==> config.mk <==
export PLATFORM = sky130hd
export DESIGN_NAME = ps2_channel_receiver
export DESIGN_NICKNAME = d
export VERILOG_FILES = /design/src/design/ps2_channel_receiver.v /design/src/design/ps2_rx_fifo.v
export VERILOG_INCLUDE_DIRS = /design/src /design/src/design
export SDC_FILE = /design/constraint.sdc
export NUM_CORES = 1
export LEC_CHECK = 0
export BUFFER_PORTS_ARGS = -buffer_cell sky130_fd_sc_hd__buf_2
export CAP_MARGIN = 20
export CORE_MARGIN = 4
export CORE_UTILIZATION = 60
export CTS_CLUSTER_SIZE = 14
export DETAILED_ROUTE_END_ITERATION = 10
export PLACE_DENSITY = 0.78
export SYNTH_ARGS = -nofsm -noshare
export SYNTH_HDL_FRONTEND = slang
export SYNTH_SLANG_ARGS = --single-unit
==> constraint.sdc <==
create_clock -name I_CLOCK -period 4 [get_ports I_CLOCK]
set_input_delay 0.8 -clock I_CLOCK [delete_from_list [all_inputs] [get_ports I_CLOCK]]
set_output_delay 0.8 -clock I_CLOCK [all_outputs]
set_load 0.03 [all_outputs]
==> src/design/ps2_rx_regs.vh <==
// Register map, field positions, reset values and timing counts of the PS/2 receive channel.
//
// Function
// - Enabled receive mode floats clock and data lines within one clock; the code holds the clock low while a received byte is unread.
// - Each serial bit is sampled from data on a falling link clock edge.
// - Byte-ready flag rises within 1.6 us of the eleventh falling edge.
// - Reading the receive register drops byte-ready within 100 ns.
// - Reading the receive register releases the clock line within 100 ns.
// - Channel disabled drives both lines from the override bits within 100 ns.
// - Byte-ready raises an interrupt, pending until the source register is read.
`ifndef PS2_RX_REGS_VH
`define PS2_RX_REGS_VH

// -----------------------------------------------------------------
// Register offsets
// -----------------------------------------------------------------
`define RX_ADDR_CTRL     4'h0
`define RX_ADDR_STATUS   4'h1
`define RX_ADDR_DATA     4'h2
`define RX_ADDR_INTSRC   4'h3

// -----------------------------------------------------------------
// Field positions
// -----------------------------------------------------------------
`define RX_CTRL_ENABLE   0
`define RX_CTRL_DIR      1
`define RX_CTRL_CLK_OVR  2
`define RX_CTRL_DAT_OVR  3
`define RX_STAT_READY    0
`define RX_STAT_FRM_ERR  1
`define RX_STAT_INHIBIT  2
`define RX_STAT_FULL     3
`define RX_INT_PENDING   0

// -----------------------------------------------------------------
// Reset values
// -----------------------------------------------------------------
`define RX_CTRL_RESET    4'hd

// -----------------------------------------------------------------
// Timing
// -----------------------------------------------------------------
`define RX_CLK_PERIOD_NS 100
`define RX_MAX_CLK_US    302
`define RX_GAP_CYCLES    ((`RX_MAX_CLK_US * 1000) / `RX_CLK_PERIOD_NS)
`define RX_FRAME_BITS    4'ha

`endif
==> src/design/ps2_channel_receiver.v <==
// Receive path of one PS/2 channel with register port and line drivers.
//
// Added by the designer: the register addresses and the plain strobed port.
`include "ps2_rx_regs.vh"
`default_nettype none

module ps2_channel_receiver (
  input  wire       I_CLOCK,
  input  wire       I_RESET_N,
  input  wire [3:0] I_ADDR,
  input  wire [7:0] I_WDATA,
  input  wire       I_WR,
  input  wire       I_RD,
  output reg  [7:0] O_RDATA,
  output reg        O_INT,
  input  wire       I_LINK_CLK,
  output reg        O_LINK_CLK,
  output reg        O_LINK_CLK_OE_N,
  input  wire       I_LINK_DATA,
  output reg        O_LINK_DATA,
  output reg        O_LINK_DATA_OE_N
);

  // -----------------------------------------------------------------
  // Functions
  // -----------------------------------------------------------------

  // Address decode shared by read and write paths.
  function hit;
    input [3:0] addr;
    input [3:0] offset;
    begin
      hit = (addr == offset);
    end
  endfunction

  // -----------------------------------------------------------------
  // Declarations
  // -----------------------------------------------------------------
  reg  [3:0]  ctrl_q;
  reg  [3:0]  ctrl_d;
  reg         clk_meta_q;
  reg         clk_sync_q;
  reg         clk_prev_q;
  reg         dat_meta_q;
  reg         dat_sync_q;
  reg  [3:0]  bit_cnt_q;
  reg  [9:0]  shift_q;
  reg  [11:0] gap_cnt_q;
  reg         inhibit_q;
  reg         inhibit_d;
  reg         push_q;
  reg  [7:0]  push_data_q;
  reg         frm_err_q;
  reg         int_pend_q;
  reg         int_pend_d;
  reg         ready_prev_q;
  reg         clk_out_d;
  reg         clk_oe_n_d;
  reg         dat_out_d;
  reg         dat_oe_n_d;
  reg  [7:0]  rdata_d;
  wire        receiving;
  wire        fall;
  wire        last_bit;
  wire        frame_ok;
  wire        fifo_in_ready;
  wire        fifo_out_valid;
  wire [7:0]  fifo_out_data;
  wire        fifo_full;
  wire        rd_data;
  wire        rd_status;
  wire        rd_intsrc;
  wire        wr_ctrl;
  wire        pop;

  // -----------------------------------------------------------------
  // Bus decode
  // -----------------------------------------------------------------

  // Strobes qualified by the decoded address.
  assign wr_ctrl   = I_WR && hit(I_ADDR, `RX_ADDR_CTRL);
  assign rd_status = I_RD && hit(I_ADDR, `RX_ADDR_STATUS);
  assign rd_data   = I_RD && hit(I_ADDR, `RX_ADDR_DATA);
  assign rd_intsrc = I_RD && hit(I_ADDR, `RX_ADDR_INTSRC);

  // A read of the receive register takes the head byte out of the FIFO.
  assign pop = rd_data && fifo_out_valid;

  // -----------------------------------------------------------------
  // Control register
  // -----------------------------------------------------------------

  // Next control value, used at once by the line drivers below.
  always @* begin
    ctrl_d = ctrl_q;
    if (wr_ctrl) begin
      ctrl_d = I_WDATA[3:0];
    end
  end

  // The control register holds enable, direction and the two overrides.
  always @(posedge I_CLOCK) begin
    if (!I_RESET_N) begin
      ctrl_q <= `RX_CTRL_RESET;
    end else begin
      ctrl_q <= ctrl_d;
    end
  end

  // Receive mode means enabled with the direction set to receive.
  assign receiving = ctrl_q[`RX_CTRL_ENABLE] && !ctrl_q[`RX_CTRL_DIR];

  // -----------------------------------------------------------------
  // Link synchronisers
  // -----------------------------------------------------------------

  // Both link lines pass two flip-flops before any logic looks at them.
  always @(posedge I_CLOCK) begin
    if (!I_RESET_N) begin
      clk_meta_q <= 1'b1;
      clk_sync_q <= 1'b1;
      clk_prev_q <= 1'b1;
      dat_meta_q <= 1'b1;
      dat_sync_q <= 1'b1;
    end else begin
      clk_meta_q <= I_LINK_CLK;
      clk_sync_q <= clk_meta_q;
      clk_prev_q <= clk_sync_q;
      dat_meta_q <= I_LINK_DATA;
      dat_sync_q <= dat_meta_q;
    end
  end

  // A falling link clock edge seen on the synchronised line.
  assign fall = clk_prev_q && !clk_sync_q && receiving && !inhibit_q;

  // -----------------------------------------------------------------
  // Frame receiver
  // -----------------------------------------------------------------

  // The eleventh falling edge ends the frame.
  assign last_bit = (bit_cnt_q == `RX_FRAME_BITS);

  // Start low, odd parity over data and parity, stop high.
  assign frame_ok = !shift_q[0] && (^shift_q[9:1]) && dat_sync_q;

  // Bit counter and shift register; a long quiet gap aborts a partial frame,
  // since no valid peripheral clock phase can last that long.
  always @(posedge I_CLOCK) begin
    if (!I_RESET_N) begin
      bit_cnt_q <= 4'h0;
      shift_q   <= 10'h000;
      gap_cnt_q <= 12'h000;
    end else if (!receiving) begin
      bit_cnt_q <= 4'h0;
      gap_cnt_q <= 12'h000;
    end else if (fall) begin
      gap_cnt_q <= 12'h000;
      if (last_bit) begin
        bit_cnt_q <= 4'h0;
      end else begin
        bit_cnt_q <= bit_cnt_q + 4'h1;
        shift_q   <= {dat_sync_q, shift_q[9:1]};
      end
    end else if (bit_cnt_q != 4'h0) begin
      if (gap_cnt_q == `RX_GAP_CYCLES) begin
        bit_cnt_q <= 4'h0;
        gap_cnt_q <= 12'h000;
      end else begin
        gap_cnt_q <= gap_cnt_q + 12'h001;
      end
    end
  end

  // A good frame is handed to the FIFO; the push waits while it is full.
  always @(posedge I_CLOCK) begin
    if (!I_RESET_N) begin
      push_q      <= 1'b0;
      push_data_q <= 8'h00;
    end else if (fall && last_bit && frame_ok) begin
      push_q      <= 1'b1;
      push_data_q <= shift_q[8:1];
    end else if (fifo_in_ready) begin
      push_q      <= 1'b0;
    end
  end

  // Frame error is sticky; a new error wins over the clearing status read.
  always @(posedge I_CLOCK) begin
    if (!I_RESET_N) begin
      frm_err_q <= 1'b0;
    end else if (fall && last_bit && !frame_ok) begin
      frm_err_q <= 1'b1;
    end else if (rd_status) begin
      frm_err_q <= 1'b0;
    end
  end

  // -----------------------------------------------------------------
  // Clock inhibit
  // -----------------------------------------------------------------

  // Once a byte is taken the clock is held low until software reads it.
  always @* begin
    inhibit_d = inhibit_q;
    if (fall && last_bit && frame_ok) begin
      inhibit_d = 1'b1;
    end else if (rd_data) begin
      inhibit_d = 1'b0;
    end
  end

  // Inhibit state register.
  always @(posedge I_CLOCK) begin
    if (!I_RESET_N) begin
      inhibit_q <= 1'b0;
    end else begin
      inhibit_q <= inhibit_d;
    end
  end

  // -----------------------------------------------------------------
  // Receive FIFO
  // -----------------------------------------------------------------

  // Received bytes queue here; its head is the receive register.
  ps2_rx_fifo #(
    .WIDTH (8),
    .DEPTH (8),
    .AW    (3)
  ) u_fifo (
    .i_clk       (I_CLOCK),
    .i_reset_n   (I_RESET_N),
    .i_in_valid  (push_q),
    .o_in_ready  (fifo_in_ready),
    .i_in_data   (push_data_q),
    .o_out_valid (fifo_out_valid),
    .i_out_ready (rd_data),
    .o_out_data  (fifo_out_data),
    .o_full      (fifo_full)
  );

  // -----------------------------------------------------------------
  // Interrupt
  // -----------------------------------------------------------------

  // A rising byte-ready sets the pending interrupt; setting beats the
  // clearing read of the source register.
  always @* begin
    int_pend_d = int_pend_q;
    if (fifo_out_valid && !ready_prev_q) begin
      int_pend_d = 1'b1;
    end else if (rd_intsrc) begin
      int_pend_d = 1'b0;
    end
  end

  // The pin takes the next pending value, so it rises one clock after
  // byte-ready and drops in the clock after the clearing read.
  always @(posedge I_CLOCK) begin
    if (!I_RESET_N) begin
      ready_prev_q <= 1'b0;
      int_pend_q   <= 1'b0;
      O_INT        <= 1'b0;
    end else begin
      ready_prev_q <= fifo_out_valid;
      int_pend_q   <= int_pend_d;
      O_INT        <= int_pend_d;
    end
  end

  // -----------------------------------------------------------------
  // Line drivers
  // -----------------------------------------------------------------

  // Pin values come from the next control and inhibit values so that a
  // write or a read shows at the pins one clock later.
  always @* begin
    clk_out_d  = 1'b1;
    clk_oe_n_d = 1'b1;
    dat_out_d  = 1'b1;
    dat_oe_n_d = 1'b1;
    if (!ctrl_d[`RX_CTRL_ENABLE]) begin
      clk_out_d  = ctrl_d[`RX_CTRL_CLK_OVR];
      clk_oe_n_d = 1'b0;
      dat_out_d  = ctrl_d[`RX_CTRL_DAT_OVR];
      dat_oe_n_d = 1'b0;
    end else if (ctrl_d[`RX_CTRL_DIR] || inhibit_d) begin
      clk_out_d  = 1'b0;
      clk_oe_n_d = 1'b0;
    end else begin
      clk_oe_n_d = 1'b1;
      dat_oe_n_d = 1'b1;
    end
  end

  // Registered pin drivers.
  always @(posedge I_CLOCK) begin
    if (!I_RESET_N) begin
      O_LINK_CLK       <= 1'b1;
      O_LINK_CLK_OE_N  <= 1'b1;
      O_LINK_DATA      <= 1'b1;
      O_LINK_DATA_OE_N <= 1'b1;
    end else begin
      O_LINK_CLK       <= clk_out_d;
      O_LINK_CLK_OE_N  <= clk_oe_n_d;
      O_LINK_DATA      <= dat_out_d;
      O_LINK_DATA_OE_N <= dat_oe_n_d;
    end
  end

  // -----------------------------------------------------------------
  // Read data
  // -----------------------------------------------------------------

  // Read mux; unmapped addresses and idle cycles return zero.
  always @* begin
    rdata_d = 8'h00;
    if (I_RD) begin
      case (I_ADDR)
        `RX_ADDR_CTRL: begin
          rdata_d = {4'h0, ctrl_q};
        end
        `RX_ADDR_STATUS: begin
          rdata_d = {4'h0, fifo_full, inhibit_q, frm_err_q, fifo_out_valid};
        end
        `RX_ADDR_DATA: begin
          rdata_d = fifo_out_valid ? fifo_out_data : 8'h00;
        end
        `RX_ADDR_INTSRC: begin
          rdata_d = {7'h00, int_pend_q};
        end
        default: begin
          rdata_d = 8'h00;
        end
      endcase
    end
  end

  // Read data stands for exactly the cycle after the strobe.
  always @(posedge I_CLOCK) begin
    if (!I_RESET_N) begin
      O_RDATA <= 8'h00;
    end else begin
      O_RDATA <= rdata_d;
    end
  end

endmodule

`default_nettype wire

==> src/design/ps2_rx_fifo.v <==
// Small synchronous FIFO with valid and ready on both sides.
`default_nettype none

module ps2_rx_fifo #(
  parameter WIDTH = 8,
  parameter DEPTH = 8,
  parameter AW    = 3
) (
  input  wire             i_clk,
  input  wire             i_reset_n,
  input  wire             i_in_valid,
  output wire             o_in_ready,
  input  wire [WIDTH-1:0] i_in_data,
  output wire             o_out_valid,
  input  wire             i_out_ready,
  output wire [WIDTH-1:0] o_out_data,
  output wire             o_full
);

  reg [WIDTH-1:0] mem_q [0:DEPTH-1];
  reg [AW:0]      wr_ptr_q;
  reg [AW:0]      rd_ptr_q;
  wire            empty;
  wire            full;
  wire            push;
  wire            pop;

  // Pointers carry one extra bit so full and empty are told apart.
  assign empty       = (wr_ptr_q == rd_ptr_q);
  assign full        = (wr_ptr_q[AW] != rd_ptr_q[AW]) &&
                       (wr_ptr_q[AW-1:0] == rd_ptr_q[AW-1:0]);
  assign push        = i_in_valid && !full;
  assign pop         = i_out_ready && !empty;
  assign o_in_ready  = !full;
  assign o_out_valid = !empty;
  assign o_out_data  = mem_q[rd_ptr_q[AW-1:0]];
  assign o_full      = full;

  // Storage is written at the write index.
  always @(posedge i_clk) begin
    if (push) begin
      mem_q[wr_ptr_q[AW-1:0]] <= i_in_data;
    end
  end

  // Pointers advance on accepted transfers.
  always @(posedge i_clk) begin
    if (!i_reset_n) begin
      wr_ptr_q <= {(AW+1){1'b0}};
      rd_ptr_q <= {(AW+1){1'b0}};
    end else begin
      if (push) begin
        wr_ptr_q <= wr_ptr_q + 1'b1;
      end
      if (pop) begin
        rd_ptr_q <= rd_ptr_q + 1'b1;
      end
    end
  end

endmodule

`default_nettype wire

=== Word level (Yosys, flattened, before mapping) ===
Memories as Yosys holds them, arrays and structs flattened. A register that Yosys moved wholly into a read port is not among the register bits.
Index checks and enable logic that the tools add are counted.

* Bits in registers: 68
* Output and inout bits: 13
* RAM bits: 64
* Logic and storage cells: 102
* Input bits: 18
* Memories: 1

{| class="wikitable"
|+ Memories
! memory !! words !! width !! read ports !! clocked after Yosys merged registers in !! wr ports !! RTL line !! RTL
|-
| u_fifo.mem_q || 8 || 8 || 1 || 1 || 1 || ps2_rx_fifo.v:20 || <nowiki>reg [WIDTH-1:0] mem_q [0:DEPTH-1];</nowiki>
|}

* Reductions and logical operators: 39
* Equality and inequality tests: 9
* Bitwise logic cells: 3
* $add $sub $neg: 4
* Multiplexer cells: 24

{| class="wikitable"
|+ Operator list
! operator !! count
|-
| $pmux W8 S4 || 1
|-
| $mux W4 || 5
|-
| $logic_and A1 B1 Y1 || 17
|-
| $mux W1 || 14
|-
| $add A12 B1 Y12 const B || 1
|-
| $add A4 B1 Y4 const B || 3
|-
| $eq A12 B12 Y1 const B || 1
|-
| $mux W12 || 1
|-
| $reduce_xor A9 Y1 || 1
|-
| $eq A4 B2 Y1 const B || 2
|-
| $logic_not A1 Y1 || 8
|-
| $mux W8 || 1
|-
| $reduce_bool A2 Y1 || 4
|-
| $mux W3 || 2
|-
| $reduce_and A2 Y1 || 3
|-
| $eq A4 B1 Y1 const B || 1
|-
| $eq A4 B4 Y1 || 1
|-
| $eq A4 B4 Y1 const B || 1
|-
| $logic_not A4 Y1 || 1
|-
| $reduce_bool A4 Y1 || 1
|-
| $eq A3 B3 Y1 || 1
|-
| $not A1 Y1 || 3
|-
| $reduce_and A3 Y1 || 1
|-
| $reduce_or A3 Y1 || 1
|-
| other kinds (4) || 4
|}

=== Longest topological paths before layout ===
Gate-level depths: netlist of the first run.

* Word-level depth: 10
* Mapped depth: 8
* Gate-level depth less buffers: 7

=== Hierarchy ===
A second synthesis of the first run with hierarchy kept.

* Cell total of the unflattened synthesis: 454
* Area total of the unflattened synthesis: 5779.3 um^2

{| class="wikitable"
|+ Modules (own cells, without submodules)
! module !! instances !! cells each !! area an instance (um^2) !! sequential area each (um^2)
|-
| ps2_rx_fifo || 1 || 178 || 3244.4 || 2142.1
|-
| ps2_channel_receiver || 1 || 276 || 2534.9 || 1181.1
|}

=== Worst setup path after synthesis of the first run ===
No wires, ideal clock.

* Path kind: register -> register
* Start point: reg u_fifo.wr_ptr_q[0]
* End point: mem u_fifo.mem_q[4][0] (enable)
* Stages on the path, launching flop included: 6
* Arrival: 1.670 ns
* Slack: 1.947 ns
* Buffers on the path: 1
* Period minus slack after synthesis: 2.053 ns
* Required time: 3.617 ns
* Library setup time: 0.383 ns
* Path through: dfxtp_1 -> buf_6 -> xor2_1 -> o41a_1 -> nand2_1 -> nor3_1

* Longest elaborated chain between the ends: 6

{| class="wikitable"
|+ RTL lines
! element !! RTL line !! RTL
|-
| start: declaration || ps2_rx_fifo.v:21 || <nowiki>reg [AW:0] wr_ptr_q;</nowiki>
|-
| start signal: assignment || ps2_rx_fifo.v:49 || <nowiki>wr_ptr_q <= {(AW+1){1'b0}};</nowiki>
|-
| start signal: assignment || ps2_rx_fifo.v:53 || <nowiki>wr_ptr_q <= wr_ptr_q + 1'b1;</nowiki>
|-
| $eq A3 B3 Y1 || ps2_rx_fifo.v:31 || <nowiki>(wr_ptr_q[AW-1:0] == rd_ptr_q[AW-1:0]);</nowiki>
|-
| $logic_and A1 B1 Y1 || ps2_rx_fifo.v:30 || <nowiki>assign full = (wr_ptr_q[AW] != rd_ptr_q[AW]) &&</nowiki>
|-
| $logic_not A1 Y1 || ps2_rx_fifo.v:32 || <nowiki>assign push = i_in_valid && !full;</nowiki>
|-
| $logic_and A1 B1 Y1 || ps2_rx_fifo.v:32 ||
|-
| $mux W1 || ps2_rx_fifo.v:41 || <nowiki>if (push) begin</nowiki>
|-
| $mux W1 (implied by the code) || ps2_rx_fifo.v:42 || <nowiki>mem_q[wr_ptr_q[AW-1:0]] <= i_in_data;</nowiki>
|-
| end: declaration || ps2_rx_fifo.v:20 ||
|}

Several ways; a longest one is shown, not always the timed one.

=== Worst setup path in the final report of the first run ===
* Start point: reg u_fifo.wr_ptr_q[0]
* End point: mem u_fifo.mem_q[7][4] (enable)

The elaborated chain is that of the path after synthesis.

==> results.yml, run 1 <==
clocking:
  post_cts_buffers: 0
  tritoncts: "yes"
  path_clk_slew_ps: 60
  numCtsBuffers: 17
  clock_sinks: 134
  ctsHoldBuffers: 0
  cts_root_buf: "clkbuf_8"
  clkLatencyLatePin_ps: 520
  cts_resized: 0
  htree_levels: 4
  ctsLongestPathBuffers: 2
logic_synthesis:
  avgSynthCellArea_um2: 13.07
  synth_flop_cell: "dfxtp_1"
  synth.area.top_cells: "edfxtp_1, dfxtp_1, mux4_2"
  synth.largest_area_cell: "edfxtp_1"
  synth-edff-count: 64
  syn-instance-count: 417
  netlist_area_um2: 5451
  ys_seq_elements: 134
  synth_top_area_share_pct: 35.25
  synth_nets: 442
  yosysWarnings: 0
  synthArstFlopShare_pct: 0
  yosysSeqAreaShare_pct: 60.96
  yosys.cell_types.count: 50
placed_design:
  placed_cells: 538
  portBuffers: 26
  placed_area_um2: 5670
  gp_congestion: 0.7877
  post-place-ws_ps: 1638
  dp_hpwl_um: 6303
routing:
  wl_um: 9882
  viasPerCell: 5.854
  drt_pass1_iterations: 4
  drt_iter0_drc: 228
  antenna_left: 0
  drc_errors: 0
  vias: 3337
  wl_per_cell_um: 17.34
timing:
  maxSlewViolCount: 0
  fin_crit_ps: 2396
  rsz0062_at_grt: "no"
  fin_skew_ps: 7.648
  period_share_pct: 59.89
  setup_viol: 0
  slew_headroom_pct: 35.07
  tightest_slew_ps: 970.4
  setup_slack_ps: 1604
  setup_tns_ps: 0
  hold_viol: 0
  fmax_mhz: 417.4
critical_path:
  crit_fanout: 9
  worstPathRequired_ps: 4130
  startpoint_type: "flip-flop"
  crit_type: "flip-flop to flip-flop"
  cp.arrival_ps: 2530
  endpoint_kind: "flip-flop"
layout:
  final_common_cell: "dfxtp_1"
  area_growth_pct: 15.31
  nNetsFinal: 474
  seq_area_um2: 3323
  design_area_um2: 6286
  finalNonFillerCells: 570
  diodes: 0
  n_fill_cell: 576
  mostFrequentLayoutCells: "dfxtp_1, edfxtp_1, nor2_1"
  drive_above_1_share_pct: 19.48
  multi_input_area_um2: 2026
global_route:
  antenna_found_initial: 0
  gr-total-overflow: 0
  grt_pass1_wl_um: 16330
  grt_max_degree: 33
  track_usage_pct: 20.60
  first_global_vias: 3296
floorplan:
  core_um2: 8763
  die_area_um2: 10680
  ios: 31
  start_util_pct: 62.21
  fp.dieW_um: 103.3
  die_h_um: 103.3
  rows: 34
status:
  status: "finished, final reports clean"
power:
  ir_drop_uv: 304.1
  p_per_area_nw_per_um2: 492.1
  power_leakage_nw: 2.301
job:
  drv_cap: 0
worst_hold_path:
  hold_class: "flip-flop to flip-flop"
## metal layers
layer	up-vias	track usage, %	share of wire, %
li1	1604	-	-
met5	-	0	0
met3	19	6.908	4.4
met4	0	7.570	2.0
met2	75	33.65	49
met1	1639	25.66	45
## per-stage QoR
stage | util (%) | hold slack [ps] | power (mW)
2_1_floorplan | - | 386.3 | 1.506
3_3_place_gp | 64.71 | 391.4 | 1.523
3_5_place_dp | 64.71 | 395.7 | 1.525
4_1_cts | 71.73 | 414.3 | 3.114
5_1_grt | 71.73 | 436.5 | 3.191
6_report | 71.73 | 410.3 | 3.093
## layout make-up
class | count | area share, %
clock buffers | 24 | 7.484
clock inverters | 8 | 2.309
inverters | 7 | 0.4180
multi-input cells | 259 | 32.23
flip-flops and latches | 134 | 52.87
well taps | 108 | 2.150
repair buffers | 30 | 2.548
## path summary, 6_finish.rpt
check / from / end / depth (start not counted) / slack, ps
setup / recovery: u_fifo.wr_ptr_q[0] / u_fifo.mem_q[7][4] / 4 / 1600
hold / removal: clk_meta_q / clk_sync_q / 1 / 410
setup reg to reg: u_fifo.wr_ptr_q[0] / u_fifo.mem_q[7][4] / 4 / 1600
hold reg to reg: clk_meta_q / clk_sync_q / 1 / 410
## synth_stat cells (5+ instances only)
library cell,count
xnor2_1,8
ha_1,7
mux2_2,8
nor2_1,51
o31ai_1,8
mux2i_1,21
mux4_2,16
nand2_1,22
clkbuf_1,8
dfxtp_1,70
nand2b_1,10
nand3_1,11
xor2_1,16
inv_1,7
edfxtp_1,64
nand4_1,13
and3_1,5
a21oi_1,15
## cell families (layout without fill, tap and decap cells)
| kind of cell | count (synthesis) | in the layout | share of synthesized area [%] |
|---|---|---|---|
| mux | 45 | 45 | 12.12 |
| flops | 134 | 134 | 60.96 |
| fa+ha+maj | 7 | 7 | 1.607 |
| compound gates | 39 | 39 | 4.958 |
| buf+inv | 24 | 69 | 1.882 |
| xor+xnor | 28 | 28 | 5.600 |
| simple gates | 140 | 140 | 12.88 |
## registers in the layout (all words and copies together), names as in the netlist, named ones only
name             flops
O_LINK_CLK_OE_N      1
gap_cnt_q           12
clk_meta_q           1
push_q               1
u_fifo.mem_q        64
int_pend_q           1
dat_sync_q           1
ready_prev_q         1
bit_cnt_q            4
O_RDATA              8
u_fifo.rd_ptr_q      4
clk_prev_q           1
clk_sync_q           1
frm_err_q            1
u_fifo.wr_ptr_q      4
ctrl_q               4
dat_meta_q           1
push_data_q          8
inhibit_q            1
O_LINK_CLK           1
O_LINK_DATA          1
shift_q             10
## worst max-delay path, cell delays in order, from the launching register on
cell     delay (ps)
dfxtp_1         490
xor2_1          250
o41a_1          310
nand2_1         180
nor2_1          780
## power breakdown
group | switching [mW] | internal [mW] | total [mW] | leakage, nW
Combinational | 0.0400 | 0.0230 | 0.0630 | 0.846
Sequential | 0.00358 | 1.43 | 1.43 | 1.16
Clock | 0.537 | 1.06 | 1.60 | 0.297
Total | 0.581 | 2.51 | 3.09 | 2.30
Note: power is estimated with default switching activity, not from simulation.
==> run 2, diff against run 1 <==
Settings changed: ABC_AREA set to 1.
Clock period 4 ns to 2.4 ns, I/O delays scaled along.
==> run 2 against run 1 <==
  * Hold slack got worse by 260 ps
  * Via count rose by 23%
  * Power rose by 64%
  * Sequential share of layout area fell by 0.56 points
  * Cell count rose by 30%
  * Sequential power rose by 69%
  * Critical path type unchanged
  * Largest power group unchanged
==> results.yml, run 2 <==
status:
  status: "finished, final reports clean"
power:
  power_leakage_nw: 2.432
  seqPwrFrac_pct: 47.3
  power.net_switching_mw: 1.073
  p_per_area_nw_per_um2: 800.7
  clock_power_share_pct: 49.5
  sw_frac_of_total_pct: 21.08
  combPwrFrac_pct: 3.3
  p_int_mw: 4.015
  ir_drop_uv: 517.7
logic_synthesis:
  syn-instance-count: 573
  yosysSeqAreaShare_pct: 60.90
  ys_top_cells_by_count: "nand2_1, dfxtp_1, nor2_1, edfxtp_1, o21ai_0"
  synthAdderAreaFrac_pct: 1.605
  netlist_area_um2: 5456
  synthMuxAreaShare_pct: 0
  yosys.cell_types.count: 36
  synth_most_common_cell: "nand2_1"
  synth_flop_cell: "dfxtp_1"
  synth_top_area_share_pct: 35.22
  synth-compound-area-share_pct: 11.47
  ys_seq_elements: 134
  synthArstFlopShare_pct: 0
  synth.area.top_cells: "edfxtp_1, dfxtp_1, nand2_1"
  synth_nets: 598
  synth-edff-count: 64
  synth-xor-area-share_pct: 1.926
  yosysWarnings: 0
  avgSynthCellArea_um2: 9.523
  synth-simple-area-share_pct: 19.51
  synth_top_family_by_area: "simple AND/OR/NAND/NOR gates"
  synth.largest_area_cell: "edfxtp_1"
clocking:
  path_clk_slew_ps: 60
  ctsHoldBuffers: 0
  numCtsBuffers: 17
  cts_root_buf: "clkbuf_8"
  cts_resized: 0
  clkLatencyLatePin_ps: 520
  clock_sinks: 134
  htree_levels: 4
  post_cts_buffers: 0
  tritoncts: "yes"
  ctsLongestPathBuffers: 2
critical_path:
  worstPathRequired_ps: 2620
  cp.arrival_ps: 2080
  endpoint_kind: "flip-flop"
  crit_type: "flip-flop to flip-flop"
  startpoint_type: "flip-flop"
  crit_fanout: 8
floorplan:
  rows: 34
  start_util_pct: 61.96
  core_um2: 8806
  fp.dieW_um: 103.4
  ios: 31
  die_area_um2: 10680
  die_h_um: 103.4
global_route:
  grt_max_degree: 33
  antenna_found_initial: 0
  first_global_vias: 3943
  grt_pass1_wl_um: 18660
  gr-total-overflow: 0
  track_usage_pct: 22.91
routing:
  viasPerCell: 5.568
  wl_per_cell_um: 15.44
  drt_iter0_drc: 216
  antenna_left: 0
  drt_pass1_iterations: 4
  drc_errors: 0
  vias: 4115
  wl_um: 11410
layout:
  largest_reg_flops: 64
  drive_above_1_share_pct: 14.90
  mostFrequentLayoutCells: "nand2_1, dfxtp_1, nor2_1"
  diodes: 0
  final_common_cell: "nand2_1"
  area_growth_pct: 16.44
  nNetsFinal: 643
  finalNonFillerCells: 739
timing:
  fin_crit_ps: 1864
  rsz0062_at_grt: "no"
  setup_viol: 0
  setup_tns_ps: 0
  hold_viol: 0
  fin_skew_ps: 8.095
  slew_headroom_pct: 54.98
  maxSlewViolCount: 0
  fmax_mhz: 536.5
  tightest_slew_ps: 674.5
  period_share_pct: 77.67
placed_design:
  placed_cells: 707
  gp_congestion: 0.8644
  portBuffers: 26
  dp_hpwl_um: 7494
worst_hold_path:
  hold_class: "primary input to flip-flop"
job:
  drv_cap: 0
## run 2: cell count changes in the layout (fill, tap and decap cells not counted), moves of 8 or more
cell,change
nand2_1,+85
o21ai_0,+50
inv_1,+41
a21oi_1,+24
mux2i_1,-21
o22ai_1,+19
mux4_2,-16
nor2_1,+16
buf_4,+11
nand2b_1,-10
xor2_1,-10
mux2_2,-8
## run 2: worst paths after layout
check | startpoint | end | slack (ps) | depth (start not counted)
worst min register to register | clk_meta_q | clk_sync_q | 410 | 1
worst max-delay path | u_fifo.wr_ptr_q[0] | u_fifo.mem_q[4][2] | 540 | 8
worst min-delay path | I_LINK_DATA | dat_meta_q | 150 | 2
worst max register to register | u_fifo.wr_ptr_q[0] | u_fifo.mem_q[4][2] | 540 | 8
## run 2: layout make-up
cell class / count / area, µm²
flip-flops and latches: 134 / 3323
fillers: 644 / 2452
multi-input cells: 373 / 1883
clock buffers: 18 / 417.9
repair buffers: 41 / 242.7
inverters: 51 / 191.4
clock inverters: 14 / 160.2
well taps: 108 / 135.1
## run 2: worst max-delay path, cell delays in order (launching register included)
cell,delay (ps)
dfxtp_1,430
xnor2_1,120
nand2_1,80
nor2_1,40
nand2_1,90
nand2_2,80
or2_2,340
nor2_1,160
buf_4,220
## run 2: through the flow
| stage | area [µm²] | util [%] | hold WS [ps] | power (mW) | worst slack, ps |
|---|---|---|---|---|---|
| after detailed placement | 5776 | 65.59 | 403.1 | 2.618 | 494.1 |
| after floorplan | 5456 | - | 392.0 | 2.571 | 624.9 |
| after CTS | 6354 | 72.15 | 131.5 | 5.115 | 539.9 |
| after global routing | 6354 | 72.15 | 149.9 | 5.240 | 439.1 |
| after global placement | 5776 | 65.59 | 395.1 | 2.611 | 640.1 |
| final | 6354 | 72.15 | 149.8 | 5.087 | 535.9 |
## run 2: kinds of logic after synthesis
family                   after synthesis
adder cells (fa/ha/maj)                7
buffers and inverters                 66
AO/OA/AOI/OAI                        118
XOR/XNOR                              12
AND/OR/NAND/NOR                      236
flip-flops                           134
## run 2: power groups by stage
| stage | Clock [mW] | Sequential (mW) | Combinational (mW) |
|---|---|---|---|
| final | 2.52 | 2.41 | 0.165 |
| after global placement | 0 | 2.45 | 0.158 |
| after floorplan | 0 | 2.46 | 0.116 |
| after CTS | 2.54 | 2.41 | 0.165 |
| after global routing | 2.65 | 2.41 | 0.187 |
| after detailed placement | 0 | 2.45 | 0.164 |
## run 2: routing by layer
layer | track usage [%] | up-vias | part of all wire, % | wire length (µm)
li1 | - | 2040 | - | -
met4 | 9.363 | 0 | 1.3 | 147
met1 | 28.36 | 1953 | 42 | 4821
met3 | 4.963 | 13 | 5.0 | 570
met2 | 38.97 | 109 | 51 | 5868
met5 | 0 | - | 0 | 0
